[src/hdl/tps_cfg.svh]
// constants of the tamper monitor and supply-mode selector
// assumes a 10 MHz system clock and a 32.768 kHz oscillator time base
`ifndef TPS_CFG_SVH
`define TPS_CFG_SVH

// clock rates in hertz
`define TPS_CLK_HZ       10000000
`define TPS_OSC_HZ       32768

// tamper filter times in microseconds
`define TPS_FILT1_US     3900
`define TPS_FILT2_US     15625
`define TPS_FILT3_US     31250

// sampling periods in milliseconds (1/4 Hz, 1 Hz, 2 Hz)
`define TPS_SMP_Q_MS     4000
`define TPS_SMP_1_MS     1000
`define TPS_SMP_2_MS     500

// extra oscillator ticks a sample window stays open past the filter time
`define TPS_WIN_EXTRA    2

// filter select codes
`define TPS_FILT_NONE    2'h0
`define TPS_FILT_1       2'h1
`define TPS_FILT_2       2'h2
`define TPS_FILT_3       2'h3

// sample select codes
`define TPS_SMP_ALWAYS   2'h0
`define TPS_SMP_QUARTER  2'h1
`define TPS_SMP_ONE      2'h2
`define TPS_SMP_TWO      2'h3

// time stamp storage: six bytes, second first
`define TPS_STAMP_WIDTH  8
`define TPS_STAMP_DEPTH  6
`define TPS_STAMP_AW     3

// reset values
`define TPS_PWR_LOSS_RST 1'b1
`define TPS_FLAG_RST     1'b0

`endif

[src/hdl/tps_pkg.sv]
// types and helper functions of the tamper monitor
// assumes tps_cfg.svh is on the include path
`include "tps_cfg.svh"

package tps_pkg;

   // supply operating mode
   typedef enum logic {
      TPS_MAIN,
      TPS_BACKUP
   } tps_mode_t;

   typedef logic [10:0] tps_ticks_t;

   // least time in microseconds to oscillator ticks, rounded up
   function automatic tps_ticks_t tps_us_to_ticks(input int unsigned us);
      longint unsigned t;
      t = (longint'(us) * `TPS_OSC_HZ + 64'd999999) / 64'd1000000;
      return tps_ticks_t'(t);
   endfunction

   // filter select code to filter length in ticks
   function automatic tps_ticks_t tps_filter_ticks(input logic [1:0] sel);
      tps_ticks_t t;
      t = '0;
      unique case (sel)
         `TPS_FILT_NONE: t = '0;
         `TPS_FILT_1:    t = tps_us_to_ticks(`TPS_FILT1_US);
         `TPS_FILT_2:    t = tps_us_to_ticks(`TPS_FILT2_US);
         `TPS_FILT_3:    t = tps_us_to_ticks(`TPS_FILT3_US);
      endcase
      return t;
   endfunction

endpackage

[src/hdl/tps_stamp_if.sv]
// carrier between the monitor and its time stamp storage
// assumes one clock shared by both ends
`timescale 1ns/100ps

interface tps_stamp_if #(
   parameter int WIDTH = 8,
   parameter int DEPTH = 6,
   parameter int AW    = 3
);
   logic                   we;
   logic [WIDTH*DEPTH-1:0] wdata;
   logic [AW-1:0]          raddr;
   logic [WIDTH-1:0]       rdata;

   modport ctl (output we, output wdata, output raddr, input rdata);
   modport mem (input we, input wdata, input raddr, output rdata);
endinterface

[src/hdl/tps_stamp_mem.sv]
// time stamp storage: all words captured at once, one read per cycle
// assumes the writer presents every word together on one strobe
`timescale 1ns/100ps

module tps_stamp_mem #(
   parameter int WIDTH = 8,
   parameter int DEPTH = 6,
   parameter int AW    = 3
) (
   input wire logic clock,
   input wire logic rst,
   tps_stamp_if.mem port
);
   logic [WIDTH-1:0] store [DEPTH];

   ////////////////////////////////////////////////////////////////////////
   // capture every word on the strobe
   always_ff @(posedge clock or posedge rst) begin
      if (rst) begin
         for (int i = 0; i < DEPTH; i++) store[i] <= '0;
      end else if (port.we) begin
         for (int i = 0; i < DEPTH; i++) store[i] <= port.wdata[i*WIDTH +: WIDTH];
      end
   end

   // registered read, out-of-range reads as zero
   always_ff @(posedge clock or posedge rst) begin
      if (rst) begin
         port.rdata <= '0;
      end else if (int'(port.raddr) < DEPTH) begin
         port.rdata <= store[port.raddr];
      end else begin
         port.rdata <= '0;
      end
   end
endmodule

[src/hdl/tps_tamper_power.sv]
// tamper input monitor and supply-mode selector, top level
// assumes rst is the power-on reset and comparator results come from analog
// blocks; all control bits are plain ports held by the register logic outside
`timescale 1ns/100ps
`include "tps_cfg.svh"

// Notes on behaviour
// - backup needs below-battery and below-trip
// - main again on either rising comparison
// - serial host interface off in backup
// - other pins stay live in backup
// - total power loss flag set at power-up
// - low power mode ignores trip comparison
// - no battery draw before first main power
// - valid high input sets tamper flag
// - detection drives output, captures time stamp
// - optional counter freeze on detection
// - software controls input pull-up
// - input must stay high filter time
// - continuous or 1/4, 1, 2 Hz sampling
// - sensing powered only inside sample window
// - detection works in main and backup
// - output low until flag cleared
// - disabled detection gates input off
// - bit chooses detection in backup mode
module tps_tamper_power
   import tps_pkg::*;
#(
   parameter int OSC_DIV     = `TPS_CLK_HZ / `TPS_OSC_HZ,
   parameter int SMP_Q_TICKS = `TPS_SMP_Q_MS * `TPS_OSC_HZ / 1000,
   parameter int SMP_1_TICKS = `TPS_SMP_1_MS * `TPS_OSC_HZ / 1000,
   parameter int SMP_2_TICKS = `TPS_SMP_2_MS * `TPS_OSC_HZ / 1000
) (
   input  wire logic        clock,
   input  wire logic        rst,
   // comparator results
   input  wire logic        vdd_below_bat,
   input  wire logic        vdd_above_bat,
   input  wire logic        vdd_below_trip,
   input  wire logic        vdd_above_trip_hys,
   // control bits
   input  wire logic        low_power_switch_select,
   input  wire logic        tamper_enable,
   input  wire logic        tamper_backup_enable_n,
   input  wire logic        tamper_out_enable,
   input  wire logic        halt_on_tamper,
   input  wire logic        input_pullup_control,
   input  wire logic [1:0]  tamper_filter_select,
   input  wire logic [1:0]  sample_select,
   input  wire logic        tamper_flag_clear,
   input  wire logic        power_loss_clear,
   // tamper pin and clock time
   input  wire logic        tamper_input_pin,
   input  wire logic [47:0] time_now,
   input  wire logic [2:0]  stamp_addr,
   // status and controls out
   output logic             tamper_flag,
   output logic             tamper_output,
   output logic             alarm_or_tamper_output_pin_o,
   output logic             alarm_or_tamper_output_pin_oe,
   output logic             total_power_loss_flag,
   output logic             backup_mode,
   output logic             serial_if_enable,
   output logic             battery_draw_enable,
   output logic             rtc_freeze,
   output logic             pullup_on,
   output logic             sense_enable,
   output logic [7:0]       stamp_data
);

   localparam int SMP_W = 18;

   ////////////////////////////////////////////////////////////////////////
   // oscillator time base as a one-cycle enable
   logic [15:0]      div_cnt;
   logic             osc_tick;

   assign osc_tick = (div_cnt == 16'(OSC_DIV - 1));

   // integer divide, so the tick runs slightly fast of the crystal rate;
   // filter and period lengths shrink by the same small ratio
   // free-running divider, the only slow rate in the block
   always_ff @(posedge clock or posedge rst) begin
      if (rst) begin
         div_cnt <= '0;
      end else begin
         div_cnt <= osc_tick ? '0 : div_cnt + 16'h1;
      end
   end

   ////////////////////////////////////////////////////////////////////////
   // comparator synchronisers
   logic [3:0]       cmp_meta;
   logic [3:0]       cmp_sync;
   logic             below_bat_s;
   logic             above_bat_s;
   logic             below_trip_s;
   logic             above_trip_s;

   // two flops per comparator; a bit skewed by a cycle against its
   // neighbours only delays the mode decision, as all are levels
   // comparators settle asynchronously to our clock
   always_ff @(posedge clock or posedge rst) begin
      if (rst) begin
         cmp_meta <= 4'h0;
         cmp_sync <= 4'h0;
      end else begin
         cmp_meta <= {vdd_below_bat, vdd_above_bat, vdd_below_trip, vdd_above_trip_hys};
         cmp_sync <= cmp_meta;
      end
   end

   assign below_bat_s  = cmp_sync[3];
   assign above_bat_s  = cmp_sync[2];
   assign below_trip_s = cmp_sync[1];
   assign above_trip_s = cmp_sync[0];

   ////////////////////////////////////////////////////////////////////////
   // supply mode selection
   tps_mode_t        mode;
   tps_mode_t        next_mode;
   logic             armed;
   logic             want_backup;
   logic             want_main;
   logic             main_seen;

   // trip check dropped in low power mode; never leave for the battery unarmed
   assign want_backup = below_bat_s
                      & (low_power_switch_select | below_trip_s)
                      & armed;
   // either rising comparison returns; trip path unused in low power mode
   assign want_main   = above_bat_s | (~low_power_switch_select & above_trip_s);
   assign main_seen   = above_bat_s | above_trip_s;

   always_comb begin
      next_mode = mode;
      unique case (mode)
         TPS_MAIN:   if (want_backup) next_mode = TPS_BACKUP;
         TPS_BACKUP: if (want_main) next_mode = TPS_MAIN;
      endcase
   end

   // hysteresis lives in the analog comparators; only their
   // combination is decided here
   // state only moves on oscillator ticks
   always_ff @(posedge clock or posedge rst) begin
      if (rst) begin
         mode <= TPS_MAIN;
      end else if (osc_tick) begin
         mode <= next_mode;
      end
   end

   // battery saver: armed once main supply has been seen after power-up
   always_ff @(posedge clock or posedge rst) begin
      if (rst) begin
         armed <= 1'b0;
      end else if (osc_tick && main_seen) begin
         armed <= 1'b1;
      end
   end

   assign backup_mode         = (mode == TPS_BACKUP);
   assign serial_if_enable    = ~backup_mode;
   assign battery_draw_enable = armed;

   // power-on reset here means both supplies were lost
   // limitation: nothing but reset sets the flag again
   always_ff @(posedge clock or posedge rst) begin
      if (rst) begin
         total_power_loss_flag <= `TPS_PWR_LOSS_RST;
      end else if (power_loss_clear) begin
         total_power_loss_flag <= 1'b0;
      end
   end

   ////////////////////////////////////////////////////////////////////////
   // sampling windows
   logic [SMP_W-1:0] per_cnt;
   logic [SMP_W-1:0] per_len;
   logic             per_wrap;
   tps_ticks_t       filt_ticks;
   tps_ticks_t       win_cnt;
   logic             win_open;
   logic             continuous;

   assign filt_ticks = tps_filter_ticks(tamper_filter_select);
   assign continuous = (sample_select == `TPS_SMP_ALWAYS);
   // period length in ticks per sample rate
   assign per_len    = (sample_select == `TPS_SMP_QUARTER) ? SMP_W'(SMP_Q_TICKS) :
                       (sample_select == `TPS_SMP_ONE)     ? SMP_W'(SMP_1_TICKS) :
                                                             SMP_W'(SMP_2_TICKS);
   assign per_wrap   = (per_cnt >= per_len - SMP_W'(1));
   // window long enough for the whole filter to run inside it
   assign win_open   = (win_cnt < filt_ticks + tps_ticks_t'(`TPS_WIN_EXTRA));

   // a high that starts while the window is shut waits for the next
   // period start, trading detection latency for sensing current
   // period counter on ticks
   always_ff @(posedge clock or posedge rst) begin
      if (rst) begin
         per_cnt <= '0;
      end else if (continuous) begin
         per_cnt <= '0;
      end else if (osc_tick) begin
         per_cnt <= per_wrap ? '0 : per_cnt + SMP_W'(1);
      end
   end

   // window counter restarts at each period boundary
   always_ff @(posedge clock or posedge rst) begin
      if (rst) begin
         win_cnt <= '0;
      end else if (continuous || (osc_tick && per_wrap)) begin
         win_cnt <= '0;
      end else if (osc_tick && win_open) begin
         win_cnt <= win_cnt + tps_ticks_t'(1);
      end
   end

   ////////////////////////////////////////////////////////////////////////
   // input gating and filter
   logic             det_allowed;
   logic             gated_in;
   tps_ticks_t       filt_cnt;
   logic             valid_hi;
   logic             capture;

   // detection in backup only when the backup-enable bit allows it
   assign det_allowed  = tamper_enable
                       & (~backup_mode | ~tamper_backup_enable_n);
   assign sense_enable = det_allowed & (continuous | win_open);
   assign pullup_on    = sense_enable & input_pullup_control;
   assign gated_in     = tamper_input_pin & sense_enable;
   assign valid_hi     = gated_in & (filt_cnt >= filt_ticks);

   // any low restarts the count, so only a steady high qualifies
   // the count stops at the filter length, so a long high keeps
   // valid_hi up without the counter wrapping
   always_ff @(posedge clock or posedge rst) begin
      if (rst) begin
         filt_cnt <= '0;
      end else if (!gated_in) begin
         filt_cnt <= '0;
      end else if (osc_tick && filt_cnt < filt_ticks) begin
         filt_cnt <= filt_cnt + tps_ticks_t'(1);
      end
   end

   ////////////////////////////////////////////////////////////////////////
   // tamper flag and its effects
   logic             next_flag;

   // a clear while the pin is still high is overridden at once, so
   // software should clear only after the input has dropped
   // set wins over a clear in the same cycle
   assign next_flag = valid_hi | (tamper_flag & ~tamper_flag_clear);
   // stamp only the first detection so the recorded time stays put
   assign capture   = valid_hi & ~tamper_flag;

   always_ff @(posedge clock or posedge rst) begin
      if (rst) begin
         tamper_flag <= `TPS_FLAG_RST;
      end else begin
         tamper_flag <= next_flag;
      end
   end

   // output held by the flag itself, so it clears with it
   assign tamper_output                 = tamper_flag & tamper_out_enable & tamper_enable;
   // open drain; not gated by backup mode
   assign alarm_or_tamper_output_pin_o  = 1'b0;
   assign alarm_or_tamper_output_pin_oe = tamper_output;
   // freeze already in the detecting cycle
   assign rtc_freeze                    = halt_on_tamper & (tamper_flag | valid_hi);

   ////////////////////////////////////////////////////////////////////////
   // time stamp storage
   tps_stamp_if #(
      .WIDTH (`TPS_STAMP_WIDTH),
      .DEPTH (`TPS_STAMP_DEPTH),
      .AW    (`TPS_STAMP_AW)
   ) stamp_bus ();

   // stamp bytes come from time_now, second in the low byte
   assign stamp_bus.we    = capture;
   assign stamp_bus.wdata = time_now;
   assign stamp_bus.raddr = stamp_addr;
   assign stamp_data      = stamp_bus.rdata;

   tps_stamp_mem #(
      .WIDTH (`TPS_STAMP_WIDTH),
      .DEPTH (`TPS_STAMP_DEPTH),
      .AW    (`TPS_STAMP_AW)
   ) u_stamp (
      .clock (clock),
      .rst   (rst),
      .port  (stamp_bus.mem)
   );

endmodule

[config.mk]
export PLATFORM = sky130hd
export DESIGN_NAME = tps_tamper_power
export DESIGN_NICKNAME = d
export VERILOG_FILES = /design/src/hdl/tps_pkg.sv /design/src/hdl/tps_stamp_if.sv /design/src/hdl/tps_stamp_mem.sv /design/src/hdl/tps_tamper_power.sv
export VERILOG_INCLUDE_DIRS = /design/src /design/src/hdl
export SDC_FILE = /design/constraint.sdc
export NUM_CORES = 1
export LEC_CHECK = 0
export ABC_AREA = 1
export BUFFER_PORTS_ARGS = -buffer_cell sky130_fd_sc_hd__buf_2
export CAP_MARGIN = 20
export CORE_MARGIN = 8
export CORE_UTILIZATION = 30
export CTS_CLUSTER_DIAMETER = 40
export DETAILED_ROUTE_END_ITERATION = 8
export HOLD_SLACK_MARGIN = 0.05
export SETUP_SLACK_MARGIN = 0.1
export SYNTH_ARGS = -nofsm -noshare
export SYNTH_HDL_FRONTEND = slang
export SYNTH_SLANG_ARGS = --single-unit
[constraint.sdc]
create_clock -name clock -period 4.2 [get_ports clock]
set_input_delay 0.63 -clock clock [delete_from_list [all_inputs] [get_ports clock]]
set_output_delay 0.63 -clock clock [all_outputs]
set_load 0.05 [all_outputs]
Yosys cells after proc, flatten, opt, wreduce, memory -nomap -nowiden
Cells that the tools add are included.
{"block": "op_classes", "eq_ne": 7, "div": 0, "mux": 18, "n_addsub": 6, "bitwise_logic": 26, "reduce_logical": 9, "shift": 0, "order_cmp": 6, "multipliers": 0}
{"cell": "$mux W18", "n": 4}
{"cell": "$mux W11", "n": 4}
{"cell": "$pmux W11 S4", "n": 1}
{"cell": "$mux W16", "n": 2}
{"cell": "$bmux W8 S3", "n": 1}
{"cell": "$mux W8", "n": 3}
{"cell": "$add A11 B1 Y11 const B", "n": 2}
{"cell": "$lt A11 B11 Y1", "n": 2}
{"cell": "$add A18 B1 Y18 const B", "n": 1}
{"cell": "$ge A18 B18 Y1", "n": 1}
{"cell": "$sub A18 B1 Y18 const B", "n": 1}
{"cell": "$add A16 B1 Y16 const B", "n": 1}
{"cell": "$eq A16 B9 Y1 const B", "n": 1}
{"cell": "$and A1 B1 Y1", "n": 13}
{"cell": "$add A11 B2 Y11 const B", "n": 1}
{"cell": "$ge A11 B11 Y1", "n": 1}
{"cell": "$or A1 B1 Y1", "n": 7}
{"cell": "$eq A2 B2 Y1 const B", "n": 3}
{"cell": "$not A1 Y1", "n": 5}
{"cell": "$eq A2 B1 Y1 const B", "n": 2}
{"cell": "$ge A4 B4 Y1 const B", "n": 1}
{"cell": "$logic_and A1 B1 Y1", "n": 4}
{"cell": "$logic_not A2 Y1", "n": 2}
{"cell": "$not A3 Y4", "n": 1}
{"cell": "6 further kinds", "n": 8}
{"block": "word_totals", "mem_bits_ro": 0, "input_bits": 70, "latchBits": 0, "ramBits": 0, "mem_count": 0, "register_bits": 124, "output_inout_bits": 19}

Depth between registers and ports, before layout
Gate-level depths: netlist of the first run.
{"block": "logic_depth", "word_depth": 10, "ltp_mapped": 15, "mapped_depth_nobuf": 13}

Cells and area by module
A second synthesis of the first run with hierarchy kept.
{"block": "hier_totals", "hier_cells": 910, "hier_area_um2": 6981.7}
{"module": "tps_tamper_power", "cells_per_inst": 592, "area_per_inst_um2": 4430.5, "n_inst": 1, "seq_area_each_um2": 1702.9}
{"module": "tps_stamp_mem", "cells_per_inst": 318, "area_per_inst_um2": 2551.2, "n_inst": 1, "seq_area_each_um2": 1401.3}

Worst setup path before layout of the first run
No wires, ideal clock.
{"block": "synth_timing", "path_kind": "input port to output port", "start": "in tamper_filter_select[0]", "end": "out rtc_freeze", "path_slack_ns": 1.089, "n_path_buf": 1, "t_arrival_ns": 2.481, "t_required_ns": 3.570, "cell_stages": 12, "path_cell_list": "inv_1 -> nor2_1 -> inv_1 -> ha_1 -> nand2_1 -> nor2_1 -> nand2_1 -> nand2_2 -> nand2_2 -> nand4_1 -> buf_2 -> a21boi_1"}
{"block": "synth_via", "elab_chain_cells": 10, "word_cells_on_any_way": 14, "classes_between": "add/sub (1); order compare (2); eq/ne (3); mux (1); bitwise (6); reduce/logical (1)"}
{"item": "start, declared", "line_no": "tps_tamper_power.sv:48", "rtl": "input wire logic [1:0] tamper_filter_select,"}
{"item": "$eq A2 B2 Y1 (tied with other cells)", "line_no": "tps_pkg.sv:26", "rtl": "unique case (sel)"}
{"item": "$pmux W11 S4 (*)", "line_no": "tps_pkg.sv:26"}
{"item": "$add A11 B2 Y11", "line_no": "tps_tamper_power.sv:195", "rtl": "assign win_open = (win_cnt < filt_ticks + tps_ticks_t'(`TPS_WIN_EXTRA));"}
{"item": "$lt A11 B11 Y1", "line_no": "tps_tamper_power.sv:195"}
{"item": "$or A1 B1 Y1", "line_no": "tps_tamper_power.sv:232", "rtl": "assign sense_enable = det_allowed & (continuous | win_open);"}
{"item": "$and A1 B1 Y1", "line_no": "tps_tamper_power.sv:232"}
{"item": "$and A1 B1 Y1", "line_no": "tps_tamper_power.sv:234", "rtl": "assign gated_in = tamper_input_pin & sense_enable;"}
{"item": "$and A1 B1 Y1 (*)", "line_no": "tps_tamper_power.sv:235", "rtl": "assign valid_hi = gated_in & (filt_cnt >= filt_ticks);"}
{"item": "$or A1 B1 Y1 (*)", "line_no": "tps_tamper_power.sv:275", "rtl": "assign rtc_freeze = halt_on_tamper & (tamper_flag | valid_hi);"}
{"item": "$and A1 B1 Y1 (*)", "line_no": "tps_tamper_power.sv:275"}
{"item": "end, declared", "line_no": "tps_tamper_power.sv:65", "rtl": "output logic rtc_freeze,"}
Every way passes the cells marked *; elsewhere a longest branch is shown, timed or not. The select of a mux whose other input is x is not followed.

Worst setup path in the final report of the first run
{"block": "layout_timing", "start": "in tamper_filter_select[1]", "end": "out rtc_freeze"}
The elaborated chain is that of the path after synthesis.

==> results of run 1 <==
state kept, by name, indices dropped and copies added, names as in the netlist:
register,flops
filt_cnt,11
total_power_loss_flag,1
cmp_sync,4
div_cnt,16
tamper_flag,1
backup_mode,1
win_cnt,11
battery_draw_enable,1
u_stamp.store,48
per_cnt,18
cmp_meta,4
u_stamp.port.rdata,8
layout make-up:
class / instances / area [µm²] / area share [%]
multi-input combinational: 630 / 3230 / 38.4
clock buffer: 18 / 439 / 5.22
timing repair buffer: 93 / 513 / 6.10
inverter: 151 / 569 / 6.77
clock inverter: 14 / 159 / 1.89
sequential: 124 / 3100 / 36.9
tap: 319 / 399 / 4.74
layout by cell type (no fill, tap or decap), types with 2 or more instances in the layout:
master	instances
nand2_1	226
nor4_1	5
nor2_2	6
o21bai_1	49
nor2_1	79
inv_6	4
a21oi_1	17
nor3_2	2
inv_1	136
nand3_1	104
buf_2	87
nand2_2	3
o21ai_0	43
ha_1	19
o21ai_1	2
xnor2_1	2
dfrtp_1	123
nand4_1	17
a21boi_1	2
clkinvlp_4	2
o211ai_1	10
nor3_1	21
nor2_4	2
clkbuf_16	17
nand3b_1	2
clkinv_4	5
bufinv_16	2
buf_4	4
inv_2	13
xor2_1	11
metrics by stage:
step | instances | total power, µW | utilization (%) | area (µm²)
2_1_floorplan | 940 | 2130 | - | 7090
3_3_place_gp | 1316 | 2310 | 33.4 | 7790
3_5_place_dp | 1316 | 2330 | 33.4 | 7790
4_1_cts | 1348 | 3830 | 35.9 | 8390
5_1_grt | 1349 | 4010 | 36.1 | 8410
6_report | 1349 | 3790 | 36.1 | 8410
cell families (layout without fill, tap and decap cells):
group           Yosys count  after routing  synth area share [%]
xor+xnor                 13             13                  1.61
buf+inv                 186            276                  10.7
simple gates            472            472                  29.5
compound gates          125            125                  11.1
flops                   124            124                  43.8
fa+ha+maj                19             19                  3.35
other cells               1              1                0.0529
worst max-delay path: stages:
cell,delay (ns)
buf_2,0.11
nor2_1,0.18
inv_1,0.07
ha_1,0.27
nand2_1,0.07
nor2_1,0.04
nand2_1,0.07
nand2_2,0.10
nand2_2,0.11
nand4_1,0.23
a21boi_1,0.19
buf_2,0.28
per-layer routing:
metal,track usage [%],up-vias,share of wire (%)
met5,0,-,0
met4,4.77,0,1.9
met3,2.70,21,4.1
met2,20.2,124,47
met1,16.8,2847,47
li1,-,3153,-
cells in the mapped netlist (all sizes together), types with 17 or more instances:
master	count	area (µm²)
o21ai	45	225
nand3	106	548
nor3	24	141
nor2	87	357
buf	18	129
clkbuf	17	63.8
nand2	230	878
a21oi	17	85.1
ha	19	238
dfrtp	123	3080
inv	150	563
nand4	17	106
o21bai	49	368
power by group through the flow:
stage	sequential, µW	combinational, µW	clock [µW]
6_report	1550	761	1480
2_1_floorplan	1610	518	0
4_1_cts	1550	768	1520
3_3_place_gp	1560	751	0
3_5_place_dp	1570	763	0
5_1_grt	1570	875	1570
worst max path at each step:
stage                                        from          end
after floorplan                               rst  backup_mode
after global placement    tamper_filter_select[1]   rtc_freeze
after detailed placement  tamper_filter_select[0]   rtc_freeze
after CTS                 tamper_filter_select[0]   rtc_freeze
after global routing      tamper_filter_select[0]   rtc_freeze
final                     tamper_filter_select[1]   rtc_freeze
==> flow_summary.toml, run 1 <==
[placed_design]
gp_congestion = 0.807
port_buffers = 87
hpwl_mm = 12.3
post-place-ws_ns = 1.16

[clock_network]
cts-buffers-inserted = 17
cts_tree = "yes"
clock-root-buffer = "clkbuf_16"
cts_htree_levels = 4
clk_latency_ns = 0.43
clkTransAtPathRegs_ns = 0.06
cts_sinks = 124
clock_path_buffers = 2
post_cts_buffers = 0
holdBufCountCts = 0
cts_resized = 0

[min_path]
min_path_type = "primary input to async pin"

[timing]
slew_violations = 0
fin_skew_ns = 0.0119
worst_hold_slack_ns = 0.187
min_period_over_period_pct = 71.2
setup_viol_count_final = 0
tns_ns = 0
rsz0062_at_grt = "no"
hold_viol = 0
fin_crit_ns = 2.99
slew_headroom_pct = 48.0
worstMarginPinSlew_ns = 0.780
worst_slack_ns = 1.21
fmax_mhz = 335

[pwr]
intPower_uw = 2640
sw_frac_of_total_pct = 30.3
power.leakage_uw = 0.00428
clkPwrFrac_pct = 39.1
vdd_drop_max_mv = 0.313
pwr_density_cell_mw_per_mm2 = 450
netSwitchingPower_uw = 1150
pwr-share-comb_pct = 20.1
pwr-share-seq_pct = 40.8

[floorplanning]
core_mm2 = 0.0233
dieArea_mm2 = 0.0288
core.rowCount = 56
initial_utilization_pct = 30.4
die_w_um = 170
ioPinCount = 89
die_y_um = 170

[critical_path]
crit_fanout = 5
startpoint_type = "primary input"
reg2reg_to = "u_stamp.store[23]"
crit_path_end_kind = "output pin"
worstReg2RegStart = "win_cnt[10]"
reg2regPathDepth = 11
regToRegSetupSlack_ns = 1.83
required_ns = 3.57
crit_arrival_ns = 2.36
worstSetupPathType = "primary input to output pin"

[detailed_routing]
via_count = 6145
drt_pre_antenna_iters = 5
via_per_inst = 4.56
remaining_drc_errors = 0
wl_per_cell_um = 13.2
drt_wl_total_mm = 17.8
antenna_left = 0
drt_iter0_drc = 375

[yosys]
synthCells = 940
yosysUniqueCellTypes = 38
ys.flop_type = "dfrtp_1"
syn_nets = 1029
ys_warn_count = 0
syn_area_mm2 = 0.00709
postSynthAreaPerCell_um2 = 7.55
synth_edf_count = 0
synth-async-reset-ratio_pct = 100
ys_ff_latch = 124
seq_area_frac_synth_pct = 43.8

[global_route]
antenna_found_initial = 0
grt_max_degree = 77
grt_pass1_vias = 5937
gr-total-overflow = 0
grt_usage_pct = 12.8
grt_pass1_wl_mm = 29.9

[final_layout]
layout-drive-gt1-share_pct = 15.3
fillers = 2460
layout.nets = 1106
diodes = 0
area_growth_pct = 18.6

[status]
status = "completed"

[flow_run]
drv_cap = 0
(Power assumes the default switching activity.)
==> inputs of run 2 (changes only) <==
--- a/config.mk
+++ b/config.mk
@@ -6,7 +6,7 @@
 export SDC_FILE = /design/constraint.sdc
 export NUM_CORES = 1
 export LEC_CHECK = 0
-export ABC_AREA = 1
+export ABC_AREA = 0
 export BUFFER_PORTS_ARGS = -buffer_cell sky130_fd_sc_hd__buf_2
 export CAP_MARGIN = 20
 export CORE_MARGIN = 8
==> constraint.sdc (replaced) <==
create_clock -name clock -period 2.7 [get_ports clock]
set_input_delay 0.405 -clock clock [delete_from_list [all_inputs] [get_ports clock]]
set_output_delay 0.405 -clock clock [all_outputs]
set_load 0.05 [all_outputs]
==> run 2 against run 1 <==
  * Core utilization grew 1.5 points
  * Sequential share of layout area up 4.5 points
  * Global-route usage decreased by 1.6 points
  * Design area down 11%
  * Largest power group unchanged
==> flow_summary.toml, run 2 <==
[status]
status = "completed"

[timing]
rsz0062_at_grt = "yes"
worst_slack_ns = 0.128
worstMarginPinSlew_ns = 0.740
slew_headroom_pct = 50.2
slew_violations = 0
fmax_mhz = 389
fin_crit_ns = 2.57
hold_viol = 0
setup_viol_count_final = 0
worst_hold_slack_ns = 0.0891
min_period_over_period_pct = 95.3
fin_skew_ns = 0.0108

[critical_path]
startpoint_type = "flop"
required_ns = 2.30
reg2regPathDepth = 8
cp_cell_sequence = "ha_1, and2_1, a221o_1, a31o_2, nand3_1, a21boi_1, buf_4"
crit_slowest_cell = "dfrtp_1"
cpLargestDelayFamily = "compound AO/OA/AOI/OAI gates"
crit_arrival_ns = 2.17
reg2reg_to = "win_cnt[4]"
endpoint = "rtc_freeze"
crit_fanout = 2
worstReg2RegStart = "div_cnt[0]"
startpoint = "filt_cnt[10]"
slowest_delay_ns = 0.38
worstSetupPathType = "flop to output pin"
cp_num_cells = 7
crit_path_end_kind = "output pin"
regToRegSetupSlack_ns = 0.20
cp_num_buf_inv = 1

[final_layout]
layout-drive-gt1-share_pct = 33.2
largest_reg_flops = 48
stdcell_count = 914
layout_common_cells = "122 x dfrtp_1, 86 x buf_2, 48 x nor2_1, 48 x mux2_2, 31 x inv_1"
final_common_cell = "dfrtp_1"
largest-register = "u_stamp.store"
multi_input_area_mm2 = 0.00275
layout.nets = 721
fillers = 1975
final_util_pct = 37.5
area_growth_pct = 24.6
top_regs = "u_stamp.store: 48 flops, per_cnt: 18 flops, div_cnt: 16 flops"
diodes = 0
seq_area_mm2 = 0.00311

[detailed_routing]
met3_length_um = 489
drt_pre_antenna_iters = 4
drt_wl_total_mm = 13.4
drt_iter0_drc = 182
top_layer = "met4"
antenna_left = 0
via_per_inst = 4.67
remaining_drc_errors = 0
wl_met2_mm = 6.24
via_count = 4268
wl_per_cell_um = 14.7
drt-met1-wl_mm = 6.53

[floorplanning]
dieArea_mm2 = 0.0248
die_w_um = 158
core.rowCount = 52
core_mm2 = 0.0200
ioPinCount = 89
die_y_um = 158
initial_utilization_pct = 30.1

[clock_network]
clk_latency_ns = 0.42
holdBufCountCts = 0
cts_tree = "yes"
cts_sinks = 124
clock_path_buffers = 2
cts_htree_levels = 4
clkTransAtPathRegs_ns = 0.06
cts-buffers-inserted = 17
clock-root-buffer = "clkbuf_16"

[yosys]
ys_ff_latch = 124
synthTopCellsByCount = "123 x dfrtp_1, 48 x mux2_2, 48 x nor2_1, 32 x inv_1, 27 x xnor2_1"
seq_area_frac_synth_pct = 51.6
syn_nets = 618
ys_warn_count = 0
ys.flop_type = "dfrtp_1"
synth-async-reset-ratio_pct = 100
synthCells = 529
synth_edf_count = 0
yosysUniqueCellTypes = 50
yosys.area.top_type_share_pct = 51.2
yosysMostFrequentCell = "dfrtp_1"
synth.largest_area_cell = "dfrtp_1"
ys_top_cells_by_area = "dfrtp_1 51%, mux2_2 9.0%, ha_1 4.0%"
postSynthAreaPerCell_um2 = 11.4
syn_area_mm2 = 0.00602

[pwr]
pwr_density_cell_mw_per_mm2 = 732
fin_total_pwr_uw = 5490
vdd_drop_max_mv = 0.466
power.leakage_uw = 0.00334

[global_route]
grt_pass1_vias = 4259
grt_max_degree = 125
grt_usage_pct = 11.1
gr-total-overflow = 0
antenna_found_initial = 0
grt_pass1_wl_mm = 21.8

[placed_design]
port_buffers = 87
post-place-ws_ns = 0.0850
dp_cells = 879
gp_congestion = 0.763
hpwl_mm = 9.24

[flow_run]
drv_cap = 0

[min_path]
min_path_type = "primary input to flop"
==> run 2: area by class of cell <==
| type | instances | area share, % |
|---|---|---|
| clock buffer | 19 | 5.91 |
| clock inverter | 12 | 1.55 |
| inverter | 32 | 1.65 |
| multi-input combinational | 352 | 36.7 |
| sequential | 124 | 41.4 |
| tap | 270 | 4.51 |
| timing repair buffer | 105 | 8.20 |
==> run 2: worst min path at each step <==
stage	endpoint	cells past startpoint	start
after floorplan	cmp_sync[0]	0	cmp_meta[0]
after global placement	cmp_sync[2]	0	cmp_meta[2]
after detailed placement	cmp_sync[0]	0	cmp_meta[0]
after CTS	cmp_meta[3]	1	vdd_below_bat
after global routing	cmp_meta[2]	1	vdd_above_bat
final	cmp_meta[3]	1	vdd_below_bat
==> run 2: per-layer routing <==
metal	track usage (%)	up-vias
met1	15.2	2115
met5	0	-
met3	2.78	10
met4	4.40	0
met2	16.6	67
li1	-	2076
==> run 2: kinds of logic (layout without fill, tap and decap cells) <==
kind of cell / after synthesis / count (layout) / share of synthesized area, %
adder cells (fa/ha/maj): 19 / 19 / 3.95
other: 1 / 1 / 0.0623
flip-flops: 124 / 124 / 51.6
AO/OA/AOI/OAI: 55 / 55 / 5.78
XOR/XNOR: 41 / 41 / 5.97
buffers and inverters: 53 / 168 / 3.87
AND/OR/NAND/NOR: 172 / 172 / 15.5
multiplexers: 64 / 64 / 13.3
==> run 2: what timing repair did <==
action                                  4_1_cts  5_1_grt
setup buffers                                 2        2
pin swaps                                     2        1
endpoints found under the setup margin        2        8
cloned                                        0        0
resized for setup                             6        7
==> run 2: power by group <==
group / internal, µW / switching (µW)
sequential: 2210 / 164
clock: 1290 / 863
combinational: 471 / 485
==> run 2: stage by stage <==
stage               area, µm²  TNS [ns]
floorplan                6040    -0.242
global placement         6840         0
detailed placement       6840         0
CTS                      7440         0
global route             7490         0
finish                   7490         0
